$ cat src/rtl/rpd_pkg.sv
// Purpose: shared constants and types of the reactive power datapath
// Assumes: register indices are word indices; byte address is four times the index
// Notes:   all offsets, fields, resets and counts live here
package rpd_pkg;
  // datapath widths
  localparam int DW = 24;
  localparam int PW = 32;
  localparam int GW = 12;
  localparam int OW = 16;
  localparam int EW = 48;

  // register indices
  localparam logic [7:0] IDX_ENERGY      = 8'h04;
  localparam logic [7:0] IDX_WAVE_SEL    = 8'h0D;
  localparam logic [7:0] IDX_NOLOAD_MODE = 8'h0E;
  localparam logic [7:0] IDX_ACC_MODE    = 8'h0F;
  localparam logic [7:0] IDX_GAIN        = 8'h1E;
  localparam logic [7:0] IDX_OFFSET      = 8'h21;
  localparam logic [7:0] IDX_IRQ_EN1     = 8'hD9;
  localparam logic [7:0] IDX_IRQ_EN3     = 8'hDB;
  localparam logic [7:0] IDX_IRQ_STAT1   = 8'hDC;
  localparam logic [7:0] IDX_IRQ_CLR1    = 8'hE0;
  localparam logic [7:0] IDX_WAVE_DATA   = 8'hE1;

  // field positions
  localparam int WAVE_SRC_LSB    = 0;
  localparam int WAVE_RATE_LSB   = 3;
  localparam int NL_SEL_LSB      = 2;
  localparam int ACC_BYACT_BIT   = 2;
  localparam int ACC_ABS_BIT     = 3;
  localparam int ACC_SIGNDIR_BIT = 5;
  localparam int IRQ_NOLOAD_BIT  = 1;
  localparam int IRQ_SIGN_BIT    = 4;
  localparam int EN3_WAVE_BIT    = 5;
  localparam logic [2:0] WAVE_SRC_REACTIVE = 3'h1;

  // reset values
  localparam logic [GW-1:0] RST_GAIN   = 12'h000;
  localparam logic [OW-1:0] RST_OFFSET = 16'h0000;
  localparam logic [7:0]    RST_BYTE   = 8'h00;

  // timing
  localparam longint CLK_HZ        = 200_000_000;
  localparam longint WAVE_BASE_SPS = 25_600;
  localparam int     WAVE_BASE_DIV = int'(CLK_HZ / WAVE_BASE_SPS);

  // no-load thresholds in ppm of multiplier full scale
  localparam longint NL_PPM1 = 150;
  localparam longint NL_PPM2 = 75;
  localparam longint NL_PPM3 = 37;

  // filter shifts
  localparam int SHIFT_K   = 6;
  localparam int LPF_SHIFT = 8;

  typedef struct packed {
    logic signed [DW-1:0] volt;
    logic signed [DW-1:0] curr;
  } rpd_samples_t;
endpackage

$ cat src/rtl/rpd_phase_shift.sv
// Purpose: 90 degree phase shift of the current channel
// Assumes: line frequency well above the leaky integrator corner
// Notes:   output lags by 90 deg; negated when the integrator is off
`timescale 1ns/10ps
`default_nettype none
module rpd_phase_shift #(
  parameter int K = rpd_pkg::SHIFT_K
) (
  // clock and reset
  input  wire logic                         pclk,
  input  wire logic                         presetn,
  // stream
  input  wire logic                         in_valid,
  input  wire logic signed [rpd_pkg::DW-1:0] in_data,
  input  wire logic                         integrator_on,
  output logic                              out_valid,
  output logic signed [rpd_pkg::DW-1:0]     out_data
);
  localparam int AW = rpd_pkg::DW + K;

  logic signed [AW-1:0]          acc;
  logic signed [AW-1:0]          next_acc;
  logic signed [rpd_pkg::DW-1:0] lag;

  generate
    if (K < 1 || K > 16)
    begin : g_chk
      $error("rpd_phase_shift: K out of range");
    end
  endgenerate

  // leaky integrator: about -90 deg above its corner
  assign next_acc = acc + AW'(in_data) - (acc >>> K);
  assign lag      = next_acc[AW-1:K];

  always_ff @(posedge pclk or negedge presetn)
  begin
    if (!presetn)
    begin
      acc       <= '0;
      out_valid <= 1'b0;
      out_data  <= '0;
    end
    else
    begin
      out_valid <= in_valid;
      if (in_valid)
      begin
        acc      <= next_acc;
        out_data <= integrator_on ? lag : -lag;
      end
    end
  end
endmodule
`default_nettype wire

$ cat src/rtl/rpd_reactive_power_datapath.sv
// Purpose: reactive power datapath with gain, offset, sign and no-load detection
// Assumes: samples and integrator flag come from logic on pclk
// Notes:   APB slave with zero wait states; registers at four times their index
//
// What this block does
// multiply voltage by 90 deg shifted current, lowpass
// lowpass matches active power second filter
// reactive samples on waveform path, four rates
// gain scales by one plus gain/4096
// gain LSB same as active gain
// add signed 16-bit offset correction
// 256 offset LSBs equal one waveform LSB
// shift -90 integrator on, +90 off
// result signed, sign follows phase angle
// sign change sets flag, irq if enabled
// select clear: positive to negative sets flag
// select set: negative to positive sets flag
// below no-load: stop accumulating, set flag
// no-load flag raises irq if enabled
// no-load select: off or three thresholds
// signed, by-active-sign or absolute accumulation
// status flags sticky until software clears
//
// The implementer's own choice: the APB interface to the registers.
`timescale 1ns/10ps
`default_nettype none
module rpd_reactive_power_datapath #(
  parameter int WAVE_DIV = rpd_pkg::WAVE_BASE_DIV,
  parameter int LPF_SH   = rpd_pkg::LPF_SHIFT
) (
  // clock and reset
  input  wire logic                  pclk,
  input  wire logic                  presetn,
  // apb slave
  input  wire logic                  psel,
  input  wire logic                  penable,
  input  wire logic                  pwrite,
  input  wire logic [11:0]           paddr,
  input  wire logic [31:0]           pwdata,
  output logic [31:0]                prdata,
  output logic                       pready,
  output logic                       pslverr,
  // sample streams
  input  wire logic                  sample_valid,
  input  wire rpd_pkg::rpd_samples_t samples,
  input  wire logic                  integrator_on,
  input  wire logic                  active_negative,
  // waveform path
  output logic                       wave_valid,
  output logic [rpd_pkg::DW-1:0]     wave_data,
  // status
  output logic                       noload_active,
  output logic                       irq
);
  localparam int DW = rpd_pkg::DW;
  localparam int PW = rpd_pkg::PW;
  localparam int GW = rpd_pkg::GW;
  localparam int OW = rpd_pkg::OW;
  localparam int EW = rpd_pkg::EW;
  localparam int LW = PW + 16;
  localparam longint FS = longint'(1) <<< (PW - 1);
  localparam logic [PW-1:0] THR1 = PW'(FS * rpd_pkg::NL_PPM1 / 1_000_000);
  localparam logic [PW-1:0] THR2 = PW'(FS * rpd_pkg::NL_PPM2 / 1_000_000);
  localparam logic [PW-1:0] THR3 = PW'(FS * rpd_pkg::NL_PPM3 / 1_000_000);
  localparam logic [GW+1:0] UNITY = 14'h1000;

  generate
    if (WAVE_DIV < 2 || WAVE_DIV > 65535 || LPF_SH < 1 || LPF_SH > 16)
    begin : g_chk
      $error("rpd_reactive_power_datapath: parameter out of range");
    end
  endgenerate

  // registers
  logic [GW-1:0] reactive_gain;
  logic [OW-1:0] reactive_offset;
  logic [7:0]    waveform_select_reg;
  logic [7:0]    noload_mode_reg;
  logic [7:0]    accumulation_mode_reg;
  logic [7:0]    metering_irq_enable_1;
  logic [7:0]    metering_irq_enable_3;
  logic [7:0]    metering_irq_status_1;
  logic [EW-1:0] energy;

  // apb decode
  logic [7:0] idx;
  logic       wr;
  logic       hit;
  logic       aligned;
  logic [31:0] rdata;
  assign idx     = paddr[9:2];
  assign aligned = (paddr[1:0] == 2'h0) && (paddr[11:10] == 2'h0);
  assign wr      = psel && penable && pwrite && hit;
  assign hit     = aligned && (idx == rpd_pkg::IDX_ENERGY
                || idx == rpd_pkg::IDX_WAVE_SEL || idx == rpd_pkg::IDX_NOLOAD_MODE
                || idx == rpd_pkg::IDX_ACC_MODE || idx == rpd_pkg::IDX_GAIN
                || idx == rpd_pkg::IDX_OFFSET || idx == rpd_pkg::IDX_IRQ_EN1
                || idx == rpd_pkg::IDX_IRQ_EN3 || idx == rpd_pkg::IDX_IRQ_STAT1
                || idx == rpd_pkg::IDX_IRQ_CLR1 || idx == rpd_pkg::IDX_WAVE_DATA);
  assign pready  = 1'b1;
  assign pslverr = psel && penable && !hit;

  always_comb
  begin
    rdata = 32'h0000_0000;
    unique case (idx)
      rpd_pkg::IDX_ENERGY:      rdata = energy[EW-1:EW-32];
      rpd_pkg::IDX_WAVE_SEL:    rdata = {24'h000000, waveform_select_reg};
      rpd_pkg::IDX_NOLOAD_MODE: rdata = {24'h000000, noload_mode_reg};
      rpd_pkg::IDX_ACC_MODE:    rdata = {24'h000000, accumulation_mode_reg};
      rpd_pkg::IDX_GAIN:        rdata = {20'h00000, reactive_gain};
      rpd_pkg::IDX_OFFSET:      rdata = {16'h0000, reactive_offset};
      rpd_pkg::IDX_IRQ_EN1:     rdata = {24'h000000, metering_irq_enable_1};
      rpd_pkg::IDX_IRQ_EN3:     rdata = {24'h000000, metering_irq_enable_3};
      rpd_pkg::IDX_IRQ_STAT1:   rdata = {24'h000000, metering_irq_status_1};
      rpd_pkg::IDX_WAVE_DATA:   rdata = {{(32-DW){wave_data[DW-1]}}, wave_data};
      default:                  rdata = 32'h0000_0000;
    endcase
  end

  // read data is latched in the setup phase so the access needs no wait
  always_ff @(posedge pclk or negedge presetn)
  begin
    if (!presetn)
      prdata <= 32'h0000_0000;
    else if (psel && !penable && !pwrite)
      prdata <= hit ? rdata : 32'h0000_0000;
  end

  always_ff @(posedge pclk or negedge presetn)
  begin
    if (!presetn)
    begin
      reactive_gain         <= rpd_pkg::RST_GAIN;
      reactive_offset       <= rpd_pkg::RST_OFFSET;
      waveform_select_reg   <= rpd_pkg::RST_BYTE;
      noload_mode_reg       <= rpd_pkg::RST_BYTE;
      accumulation_mode_reg <= rpd_pkg::RST_BYTE;
      metering_irq_enable_1 <= rpd_pkg::RST_BYTE;
      metering_irq_enable_3 <= rpd_pkg::RST_BYTE;
    end
    else if (wr)
    begin
      unique case (idx)
        rpd_pkg::IDX_GAIN:        reactive_gain <= pwdata[GW-1:0];
        rpd_pkg::IDX_OFFSET:      reactive_offset <= pwdata[OW-1:0];
        rpd_pkg::IDX_WAVE_SEL:    waveform_select_reg <= pwdata[7:0];
        rpd_pkg::IDX_NOLOAD_MODE: noload_mode_reg <= pwdata[7:0];
        rpd_pkg::IDX_ACC_MODE:    accumulation_mode_reg <= pwdata[7:0];
        rpd_pkg::IDX_IRQ_EN1:     metering_irq_enable_1 <= pwdata[7:0];
        rpd_pkg::IDX_IRQ_EN3:     metering_irq_enable_3 <= pwdata[7:0];
        default:                  ;
      endcase
    end
  end

  // phase shift and multiply
  logic                 sh_valid;
  logic signed [DW-1:0] sh_curr;
  logic signed [DW-1:0] volt_d;
  logic                 mul_valid;
  logic signed [PW-1:0] prod;
  logic signed [2*DW-1:0] full_prod;

  rpd_phase_shift #(
    .K(rpd_pkg::SHIFT_K)
  ) u_shift (
    .pclk          (pclk),
    .presetn       (presetn),
    .in_valid      (sample_valid),
    .in_data       (samples.curr),
    .integrator_on (integrator_on),
    .out_valid     (sh_valid),
    .out_data      (sh_curr)
  );

  // sign of the shift follows the integrator so q > 0 for 0..+90 deg either way
  assign full_prod = volt_d * sh_curr;

  always_ff @(posedge pclk or negedge presetn)
  begin
    if (!presetn)
    begin
      volt_d    <= '0;
      mul_valid <= 1'b0;
      prod      <= '0;
    end
    else
    begin
      if (sample_valid)
        volt_d <= samples.volt;
      mul_valid <= sh_valid;
      if (sh_valid)
        prod <= full_prod[2*DW-2 -: PW];
    end
  end

  // lowpass: one pole, same response as the active power filter
  logic signed [LW-1:0] lpf_acc;
  logic signed [LW-1:0] next_lpf;
  logic signed [PW-1:0] lpf_out;
  logic                 lpf_valid;
  assign next_lpf = lpf_acc + ((LW'(prod) <<< 16) - lpf_acc) / (LW'(1) <<< LPF_SH);
  assign lpf_out  = lpf_acc[LW-1:16];

  always_ff @(posedge pclk or negedge presetn)
  begin
    if (!presetn)
    begin
      lpf_acc   <= '0;
      lpf_valid <= 1'b0;
    end
    else
    begin
      lpf_valid <= mul_valid;
      if (mul_valid)
        lpf_acc <= next_lpf;
    end
  end

  // gain and offset; offset has 8 fraction bits below the waveform LSB
  logic signed [GW+1:0]  gain_factor;
  logic signed [PW+GW+1:0] gain_prod;
  logic signed [PW-1:0]  scaled;
  logic signed [PW-1:0]  q;
  logic signed [PW-1:0]  q_abs;
  logic                  q_valid;
  assign gain_factor = $signed(UNITY) + (GW+2)'($signed(reactive_gain));
  assign gain_prod   = lpf_out * gain_factor;
  assign scaled      = gain_prod[PW+GW-1:GW];

  always_ff @(posedge pclk or negedge presetn)
  begin
    if (!presetn)
    begin
      q       <= '0;
      q_valid <= 1'b0;
    end
    else
    begin
      q_valid <= lpf_valid;
      if (lpf_valid)
        q <= scaled + PW'($signed(reactive_offset));
    end
  end

  // no-load detection on q, the filtered multiplier output after gain and offset
  logic [1:0]    nl_sel;
  logic [PW-1:0] nl_thr;
  logic          below;
  assign nl_sel = noload_mode_reg[rpd_pkg::NL_SEL_LSB +: 2];
  assign q_abs  = q[PW-1] ? -q : q;
  assign nl_thr = (nl_sel == 2'h1) ? THR1 :
                  (nl_sel == 2'h2) ? THR2 : THR3;
  assign below  = (nl_sel != 2'h0) && (q_abs < $signed(nl_thr));

  // sign transition detection
  logic last_neg;
  logic have_last;
  logic dir_up;
  logic sign_event;
  logic noload_event;
  assign dir_up       = accumulation_mode_reg[rpd_pkg::ACC_SIGNDIR_BIT];
  assign sign_event   = q_valid && have_last && (dir_up ?
                        (last_neg && !q[PW-1]) :
                        (!last_neg && q[PW-1]));
  assign noload_event = q_valid && below;

  always_ff @(posedge pclk or negedge presetn)
  begin
    if (!presetn)
    begin
      last_neg      <= 1'b0;
      have_last     <= 1'b0;
      noload_active <= 1'b0;
    end
    else if (q_valid)
    begin
      last_neg      <= q[PW-1];
      have_last     <= 1'b1;
      noload_active <= below;
    end
  end

  // energy accumulation; absolute wins over by-active-sign
  logic by_act;
  logic absm;
  logic signed [PW-1:0] acc_term;
  assign by_act   = accumulation_mode_reg[rpd_pkg::ACC_BYACT_BIT];
  assign absm     = accumulation_mode_reg[rpd_pkg::ACC_ABS_BIT];
  assign acc_term = absm ? q_abs :
                    (by_act && active_negative) ? -q : q;

  always_ff @(posedge pclk or negedge presetn)
  begin
    if (!presetn)
      energy <= '0;
    else if (q_valid && !below)
      energy <= energy + EW'(acc_term);
  end

  // sticky status: set wins over a write-one clear
  logic [7:0] set_bits;
  logic [7:0] clr_bits;
  assign set_bits = (8'(sign_event) << rpd_pkg::IRQ_SIGN_BIT)
                  | (8'(noload_event) << rpd_pkg::IRQ_NOLOAD_BIT);
  assign clr_bits = (wr && idx == rpd_pkg::IDX_IRQ_CLR1) ? pwdata[7:0] : 8'h00;

  always_ff @(posedge pclk or negedge presetn)
  begin
    if (!presetn)
      metering_irq_status_1 <= rpd_pkg::RST_BYTE;
    else
      metering_irq_status_1 <= (metering_irq_status_1 & ~clr_bits) | set_bits;
  end

  // level interrupt while any enabled flag stands
  assign irq = |(metering_irq_status_1 & metering_irq_enable_1);

  // waveform path: base tick at the top rate, decimated by 1, 2, 4 or 8
  logic [15:0] tick_cnt;
  logic        tick;
  logic [2:0]  dec_cnt;
  logic [1:0]  rate_sel;
  logic [2:0]  dec_mask;
  logic        wave_on;
  logic        wave_fire;
  assign tick     = (tick_cnt == 16'(WAVE_DIV - 1));
  assign rate_sel = waveform_select_reg[rpd_pkg::WAVE_RATE_LSB +: 2];
  assign dec_mask = 3'((4'h1 << rate_sel) - 4'h1);
  assign wave_on  = metering_irq_enable_3[rpd_pkg::EN3_WAVE_BIT]
                 && waveform_select_reg[rpd_pkg::WAVE_SRC_LSB +: 3]
                    == rpd_pkg::WAVE_SRC_REACTIVE;
  // data only moves with its pulse, so a slow reader sees one sample
  assign wave_fire = tick && wave_on && ((dec_cnt & dec_mask) == 3'h0);

  always_ff @(posedge pclk or negedge presetn)
  begin
    if (!presetn)
    begin
      tick_cnt   <= 16'h0000;
      dec_cnt    <= 3'h0;
      wave_valid <= 1'b0;
      wave_data  <= '0;
    end
    else
    begin
      tick_cnt   <= tick ? 16'h0000 : tick_cnt + 16'h0001;
      if (tick)
        dec_cnt <= dec_cnt + 3'h1;
      wave_valid <= wave_fire;
      if (wave_fire)
        wave_data <= q[PW-1 -: DW];
    end
  end
endmodule
`default_nettype wire

$ cat config.mk
export PLATFORM = sky130hd
export DESIGN_NAME = rpd_reactive_power_datapath
export DESIGN_NICKNAME = d
export VERILOG_FILES = /design/src/rtl/rpd_pkg.sv /design/src/rtl/rpd_phase_shift.sv /design/src/rtl/rpd_reactive_power_datapath.sv
export SDC_FILE = /design/constraint.sdc
export NUM_CORES = 2
export LEC_CHECK = 0
export BUFFER_PORTS_ARGS = -buffer_cell sky130_fd_sc_hd__buf_2
export CAP_MARGIN = 15
export CORE_ASPECT_RATIO = 1.75
export CORE_MARGIN = 2
export CORE_UTILIZATION = 70
export DETAILED_ROUTE_END_ITERATION = 12
export PLACE_DENSITY_LB_ADDON = 0.1
export SYNTH_ARGS = -nofsm -noshare
export SYNTH_HDL_FRONTEND = slang
export SYNTH_SLANG_ARGS = --single-unit
$ cat constraint.sdc
create_clock -name pclk -period 15.55 [get_ports pclk]
set_clock_uncertainty 0.15 [all_clocks]
set_input_delay 4.665 -clock pclk [delete_from_list [all_inputs] [get_ports pclk]]
set_output_delay 4.665 -clock pclk [all_outputs]
set_load 0.01 [all_outputs]
[Yosys cells after proc, flatten, opt, wreduce, memory -nomap -nowiden]
Cells that the tools add are included.
Cells by class
  $mul: 2
  reduce and logical (&&, ||, !) cells: 49
  shifts and indexed selects: 1
  eq/ne operators: 15
  add/sub/neg operators: 13
  div/mod/pow operators: 0
  bitwise gates (word level): 7
  mux-type cells: 11
  magnitude comparators: 1
Operator list (number)
  32-bit one-hot mux with 10 select lines: 1
  32-bit 2-to-1 mux: 4
  48-bit adder: 2
  48-bit by 1-bit adder with 48-bit output: 1
  48-bit subtractor: 1
  24-bit by 24-bit multiplier with 47-bit output: 1
  32-bit by 14-bit multiplier with 44-bit output: 1
  8-bit == test, second input constant: 5
  32-bit by 16-bit adder with 32-bit output: 1
  32-bit by 20-bit less-than comparator with 1-bit output: 1
  32-bit negation: 1
  30-bit by 24-bit adder with 30-bit output: 1
  30-bit by 24-bit subtractor with 30-bit output: 1
  8-bit by 4-bit == test with 1-bit output, second input constant: 3
  24-bit 2-to-1 mux: 1
  24-bit negation: 1
  1-bit logical AND: 20
  19-bit 2-to-1 mux: 1
  18-bit 2-to-1 mux: 1
  16-bit by 1-bit adder with 16-bit output, second input constant: 1
  8-bit bitwise AND: 2
  16-bit by 13-bit == test with 1-bit output, second input constant: 1
  16-bit 2-to-1 mux: 1
  8-bit OR reduction: 2
  other kinds (23): 44
Storage, ports and cells
  input bits: 100
  latch bits: 0
  memories kept: 0
  output and inout bits: 61
  word-level logic and storage cells: 126
  RAM bits: 0
  bits in read-only memories: 0
  register bits after elaboration: 397

[Logic depth before layout (Yosys ltp)]
  depth after elaboration: 18
  mapped depth: 36
  depth with buffers taken out: 35

[By module]
From an unflattened synthesis, not the netlist that was laid out.
Unflattened totals
  cells, all modules: 6724
  area, all modules: 61676.7 sq um
By module, submodules not included
  rpd_reactive_power_datapath: seq. area each 8558.2 sq um, times used 1, cells each 6055, area each 56275.2 sq um
  rpd_phase_shift: seq. area each 1351.3 sq um, times used 1, cells each 669, area each 5401.4 sq um

[Worst setup path before layout]
OpenSTA, ideal clock, no wires.
  kind: input-to-output
  start: in paddr[7]
  end: out pslverr
  data arrival time: 6.156 ns
  path slack: 4.579 ns
  data required time: 10.735 ns
  stages on the path: 7
  path buffers: 0
  cell sequence: nor4b_1 > inv_1 > nor4b_1 > or4_1 > nor2_1 > a21o_1 > and3_1
On the way
  longest elaborated chain between the ends: 14
  elaborated cells between the ends (all ways): 24
  those cells by class: 11 x eq/ne; 13 x reduce/logical
Ends and longest elaborated chain
  from (decl): line rpd_reactive_power_datapath.sv:38  | input wire logic [11:0] paddr,
  8-bit by 3-bit == test with 1-bit output / 8-bit by 4-bit == test with 1-bit output (equally long branches): line rpd_reactive_power_datapath.sv:94, rpd_reactive_power_datapath.sv:95
  1-bit logical OR (2 in a row): line rpd_reactive_power_datapath.sv:95  | || idx == rpd_pkg::IDX_WAVE_SEL || idx == rpd_pkg::IDX_NOLOAD_MODE
  1-bit logical OR (2 in a row): line rpd_reactive_power_datapath.sv:96  | || idx == rpd_pkg::IDX_ACC_MODE || idx == rpd_pkg::IDX_GAIN
  1-bit logical OR (2 in a row): line rpd_reactive_power_datapath.sv:97  | || idx == rpd_pkg::IDX_OFFSET || idx == rpd_pkg::IDX_IRQ_EN1
  1-bit logical OR (2 in a row): line rpd_reactive_power_datapath.sv:98  | || idx == rpd_pkg::IDX_IRQ_EN3 || idx == rpd_pkg::IDX_IRQ_STAT1
  1-bit logical OR: line rpd_reactive_power_datapath.sv:99  | || idx == rpd_pkg::IDX_IRQ_CLR1 || idx == rpd_pkg::IDX_WAVE_DATA);
  1-bit logical OR (*): line rpd_reactive_power_datapath.sv:99
  1-bit logical AND (*): line rpd_reactive_power_datapath.sv:94  | assign hit = aligned && (idx == rpd_pkg::IDX_ENERGY
  1-bit logical NOT (*): line rpd_reactive_power_datapath.sv:101  | assign pslverr = psel && penable && !hit;
  1-bit logical AND (*): line rpd_reactive_power_datapath.sv:101
  to (decl): line rpd_reactive_power_datapath.sv:42  | output logic pslverr,
Mark *: on every way between the ends. The rest lies on a longest branch, timed or not.

[Worst setup path after layout]
  start: in paddr[2]
  end: out pslverr
The elaborated chain is that of the path after synthesis.

==> results.md <==
* Area growth from synthesis to final layout at 5.27%
* Number of cells produced by synthesis at 6844
* Final GP Congestion at 0.992
* Slew @ Worst Pin at 1.35 ns
* Synth warn at 0
* WL/cell at 20.3 µm
* Startpoint Class: primary input
* Antenna violations before repair at 2
* Layout Nets at 8351
* Series of cell instances along the critical path: buf_2 > nor2_1 > nand3_1 > nor4b_2 > or4_1 > nor2_1 > a21o_1 > and3_1 > buf_2
* Via count of the first global-routing pass at 52.7k
* Max Transition Viols Final at 0
* Max-Cap Viols at 0
* Initial core utilization at 0.706
* Unrepaired setup endpoints after global routing: no
* Critical Path AT at 6.83 ns
* Count of boundary I/O pins at 161
* Quantity of gates resized following cts at 0
* Metal3 WL at 7730 µm
* Total length of routed met2 wires at 87700 µm
* Crit-path leading delay family: simple AND/OR/NAND/NOR gates
* Insertion delay to the later sink of the worst-skew pair at 0.65 ns
* CTS Root Cell: sky130_fd_sc_hd__clkbuf_16
* Result of the run: finished, final reports clean
* Max Used Layer: met4
* First-pass GRT wire length at 264000 µm
* Worst-case clock buffer depth at 3
* Worst setup EP type: output pin
* Total number of clock tree sinks at 396
* Fin. Hold Viols at 0
* Largest fanout on the critical path at 13
* Residual antenna-violating net count after detailed routing at 0
* Final setup TNS at 0 ns
* Number of unique standard cell types used by synthesis at 89
* TritonCTS Buffers at 43
* CTS tree: yes
* Number of setup violations in the final report at 0
* Async SR Flop Fraction at 1.00
* Max-slew headroom at the worst pin at 0.101
* Total track usage at 0.369
* Htree depth at 2
* Remaining routing DRC violations at 0
* IO Port Bufs at 143
* Delay contributed by the slowest stage of the critical path at 0.85 ns
* Overall die height at 398 µm
* Largest registers: energy: 48 flops, lpf_acc: 48 flops
* Total of fill cells in the finished design at 6673
* Total iterations of the first detailed-routing run at 7
* Vias per cell at 6.02
* Crit share post-route at 0.749
* Clock-pin slew reported for the worst setup and hold paths after clock tree synthesis at 0.06 ns
* Setup repair bufs after CTS at 0
* Remaining Overflow, GRT at 0
* Mapped Area at 62100 µm²
* Std-Cell Core Area at 87900 µm²
* Most used DFF post-synth: sky130_fd_sc_hd__dfrtp_1
* Flip-flop and latch count after synthesis at 396
* Share of final-layout standard cells stronger than drive strength 1 at 0.0756
* Placement row count at 144
* Peak Freq at 85.9 MHz
* Final routed wirelength across all metal layers at 162000 µm
* Maximum number of pins on one net before global-route repair at 114
* Routed length on met1 at 52900 µm
* Total via count after detailed routing at 48.3k
* Critical path buffers and inverters at 2
* Starting DRC count in detailed routing at 2695
* Time the final worst path needs with I/O delays and setup at 11.64 ns
* CP max-delay cell: sky130_fd_sc_hd__nor4b_2
* Startpoint-to-endpoint class of the critical path: primary input to output pin
* Die outline area at 91200 µm²
* Post-cts hold buffer count at 0
* Mapped Avg Cell Area at 9.07 µm²
* Post-synth EDFFs at 0
* Horiz. Die Dim at 229 µm
* Sequential element share of the synthesized area at 0.160
* DP HPWL at 131000 µm
* Worst hold path class: register to register
* Data required, critical path at 10.74 ns
==> layout by cell type (no fill, tap or decap), types with 30 or more instances in the layout <==
cell / instances
sky130_fd_sc_hd__nor2b_1: 43
sky130_fd_sc_hd__nor2_1: 230
sky130_fd_sc_hd__mux2_2: 180
sky130_fd_sc_hd__ha_1: 449
sky130_fd_sc_hd__buf_2: 141
sky130_fd_sc_hd__and3_1: 30
sky130_fd_sc_hd__nand2_1: 875
sky130_fd_sc_hd__a211oi_1: 37
sky130_fd_sc_hd__nand3_1: 66
sky130_fd_sc_hd__a21o_1: 126
sky130_fd_sc_hd__inv_1: 1209
sky130_fd_sc_hd__o21a_1: 51
sky130_fd_sc_hd__dfrtp_1: 393
sky130_fd_sc_hd__nand2b_1: 50
sky130_fd_sc_hd__o21ai_0: 245
sky130_fd_sc_hd__xor2_1: 90
sky130_fd_sc_hd__o21ai_1: 36
sky130_fd_sc_hd__nand4_1: 41
sky130_fd_sc_hd__a31oi_1: 39
sky130_fd_sc_hd__xnor2_1: 218
sky130_fd_sc_hd__and2_1: 388
sky130_fd_sc_hd__buf_4: 84
sky130_fd_sc_hd__clkbuf_16: 43
sky130_fd_sc_hd__a21oi_1: 254
sky130_fd_sc_hd__nor3_1: 71
sky130_fd_sc_hd__fa_1: 985
==> through the flow <==
step	std cells	cell area, µm²	utilization	setup WS, ns	hold slack, ns
after global placement	7940	63800	0.725	3.96	0.303
after global routing	8017	65300	0.743	3.82	0.345
after floorplan	6860	62100	-	4.58	0.202
final	8019	65400	0.743	3.91	0.322
after detailed placement	7940	63800	0.725	3.95	0.311
after CTS	8017	65300	0.743	3.94	0.325
==> final timing paths <==
check	slack (ns)	cells past startpoint	start	end
worst max register to register	5.39	32	reactive_gain[8]$_DFFE_PN0P_	q[31]$_DFFE_PN0P_
worst max-delay path	3.91	9	paddr[2]	pslverr
max in group asynchronous	8.86	3	presetn	wave_data[19]$_DFFE_PN0P_
worst min-delay path	0.32	1	dec_cnt[2]$_DFFE_PN0N_	dec_cnt[2]$_DFFE_PN0N_
worst min register to register	0.32	1	dec_cnt[2]$_DFFE_PN0N_	dec_cnt[2]$_DFFE_PN0N_
min in group asynchronous	3.91	1	presetn	prdata[0]$_DFFE_PN0P_
==> metal layers <==
layer | vias up | global-route usage
li1 | 21700 | -
met1 | 24100 | 0.365
met2 | 1719 | 0.700
met3 | 750 | 0.0444
met4 | 0 | 0.273
met5 | - | 0
==> worst register-to-register path, delay by kind of cell, from the launching register on <==
kind	cells	cell delay, ns
buffers and inverters	4	0.20
AND/OR/NAND/NOR	8	1.45
flip-flops	1	0.96
AO/OA/AOI/OAI	10	3.55
adder cells (fa/ha/maj)	8	3.46
XOR/XNOR	2	0.27
==> cell usage after synthesis, types with 13 or more instances <==
master | count | area (µm²)
sky130_fd_sc_hd__mux2_1 | 14 | 158
sky130_fd_sc_hd__clkbuf_1 | 286 | 1070
sky130_fd_sc_hd__a31oi_1 | 39 | 244
sky130_fd_sc_hd__mux2_2 | 180 | 2030
sky130_fd_sc_hd__nor3_1 | 71 | 355
sky130_fd_sc_hd__or3_1 | 25 | 156
sky130_fd_sc_hd__a211o_1 | 13 | 114
sky130_fd_sc_hd__nor2b_1 | 43 | 269
sky130_fd_sc_hd__a211oi_1 | 38 | 285
sky130_fd_sc_hd__and2_1 | 388 | 2430
sky130_fd_sc_hd__a21oi_1 | 254 | 1270
sky130_fd_sc_hd__inv_1 | 1209 | 4540
sky130_fd_sc_hd__a21o_1 | 126 | 946
sky130_fd_sc_hd__nor2_1 | 231 | 867
sky130_fd_sc_hd__o21ai_0 | 247 | 1240
sky130_fd_sc_hd__nand2b_1 | 50 | 313
sky130_fd_sc_hd__o31ai_1 | 24 | 180
sky130_fd_sc_hd__nand4_1 | 41 | 257
sky130_fd_sc_hd__nor4_1 | 22 | 138
sky130_fd_sc_hd__xnor2_1 | 218 | 1910
sky130_fd_sc_hd__o21ai_1 | 34 | 170
sky130_fd_sc_hd__fa_1 | 985 | 19700
sky130_fd_sc_hd__o21bai_1 | 16 | 120
sky130_fd_sc_hd__nand2_1 | 875 | 3280
sky130_fd_sc_hd__nand3_1 | 66 | 330
sky130_fd_sc_hd__nor3b_1 | 16 | 120
sky130_fd_sc_hd__a221oi_1 | 19 | 166
sky130_fd_sc_hd__xor2_1 | 90 | 788
sky130_fd_sc_hd__a21boi_0 | 14 | 105
sky130_fd_sc_hd__and3_1 | 30 | 188
sky130_fd_sc_hd__mux2i_1 | 26 | 260
sky130_fd_sc_hd__ha_1 | 449 | 5620
sky130_fd_sc_hd__dfrtp_1 | 396 | 9910
sky130_fd_sc_hd__o211ai_1 | 22 | 165
sky130_fd_sc_hd__o21a_1 | 51 | 383
sky130_fd_sc_hd__a22oi_1 | 22 | 165
==> logic make-up (layout without fill, tap and decap cells) <==
kind of cell             after synthesis  in the layout  share of synthesized area
buffers and inverters               1524           1513                     0.0927
XOR/XNOR                             308            308                     0.0435
adder cells (fa/ha/maj)             1434           1434                      0.408
flip-flops                           396            396                      0.160
AO/OA/AOI/OAI                       1036           1036                      0.107
multiplexers                         220            220                     0.0394
AND/OR/NAND/NOR                     1924           1924                      0.149
other                                  2             20                   0.000121
==> layout make-up <==
type                       instances  area, µm²  area share
antenna                            2       5.00   0.0000766
timing repair buffer             226       1350      0.0207
multi-input combinational       4940      46500       0.712
sequential                       396       9910       0.152
clock inverter                    21        380     0.00582
clock buffer                      56       1190      0.0183
inverter                        1210       4540      0.0695
tap                             1168       1460      0.0224
Power is not shown: default switching activity piles up to over one toggle a cycle in this logic, so the estimate is an artifact.
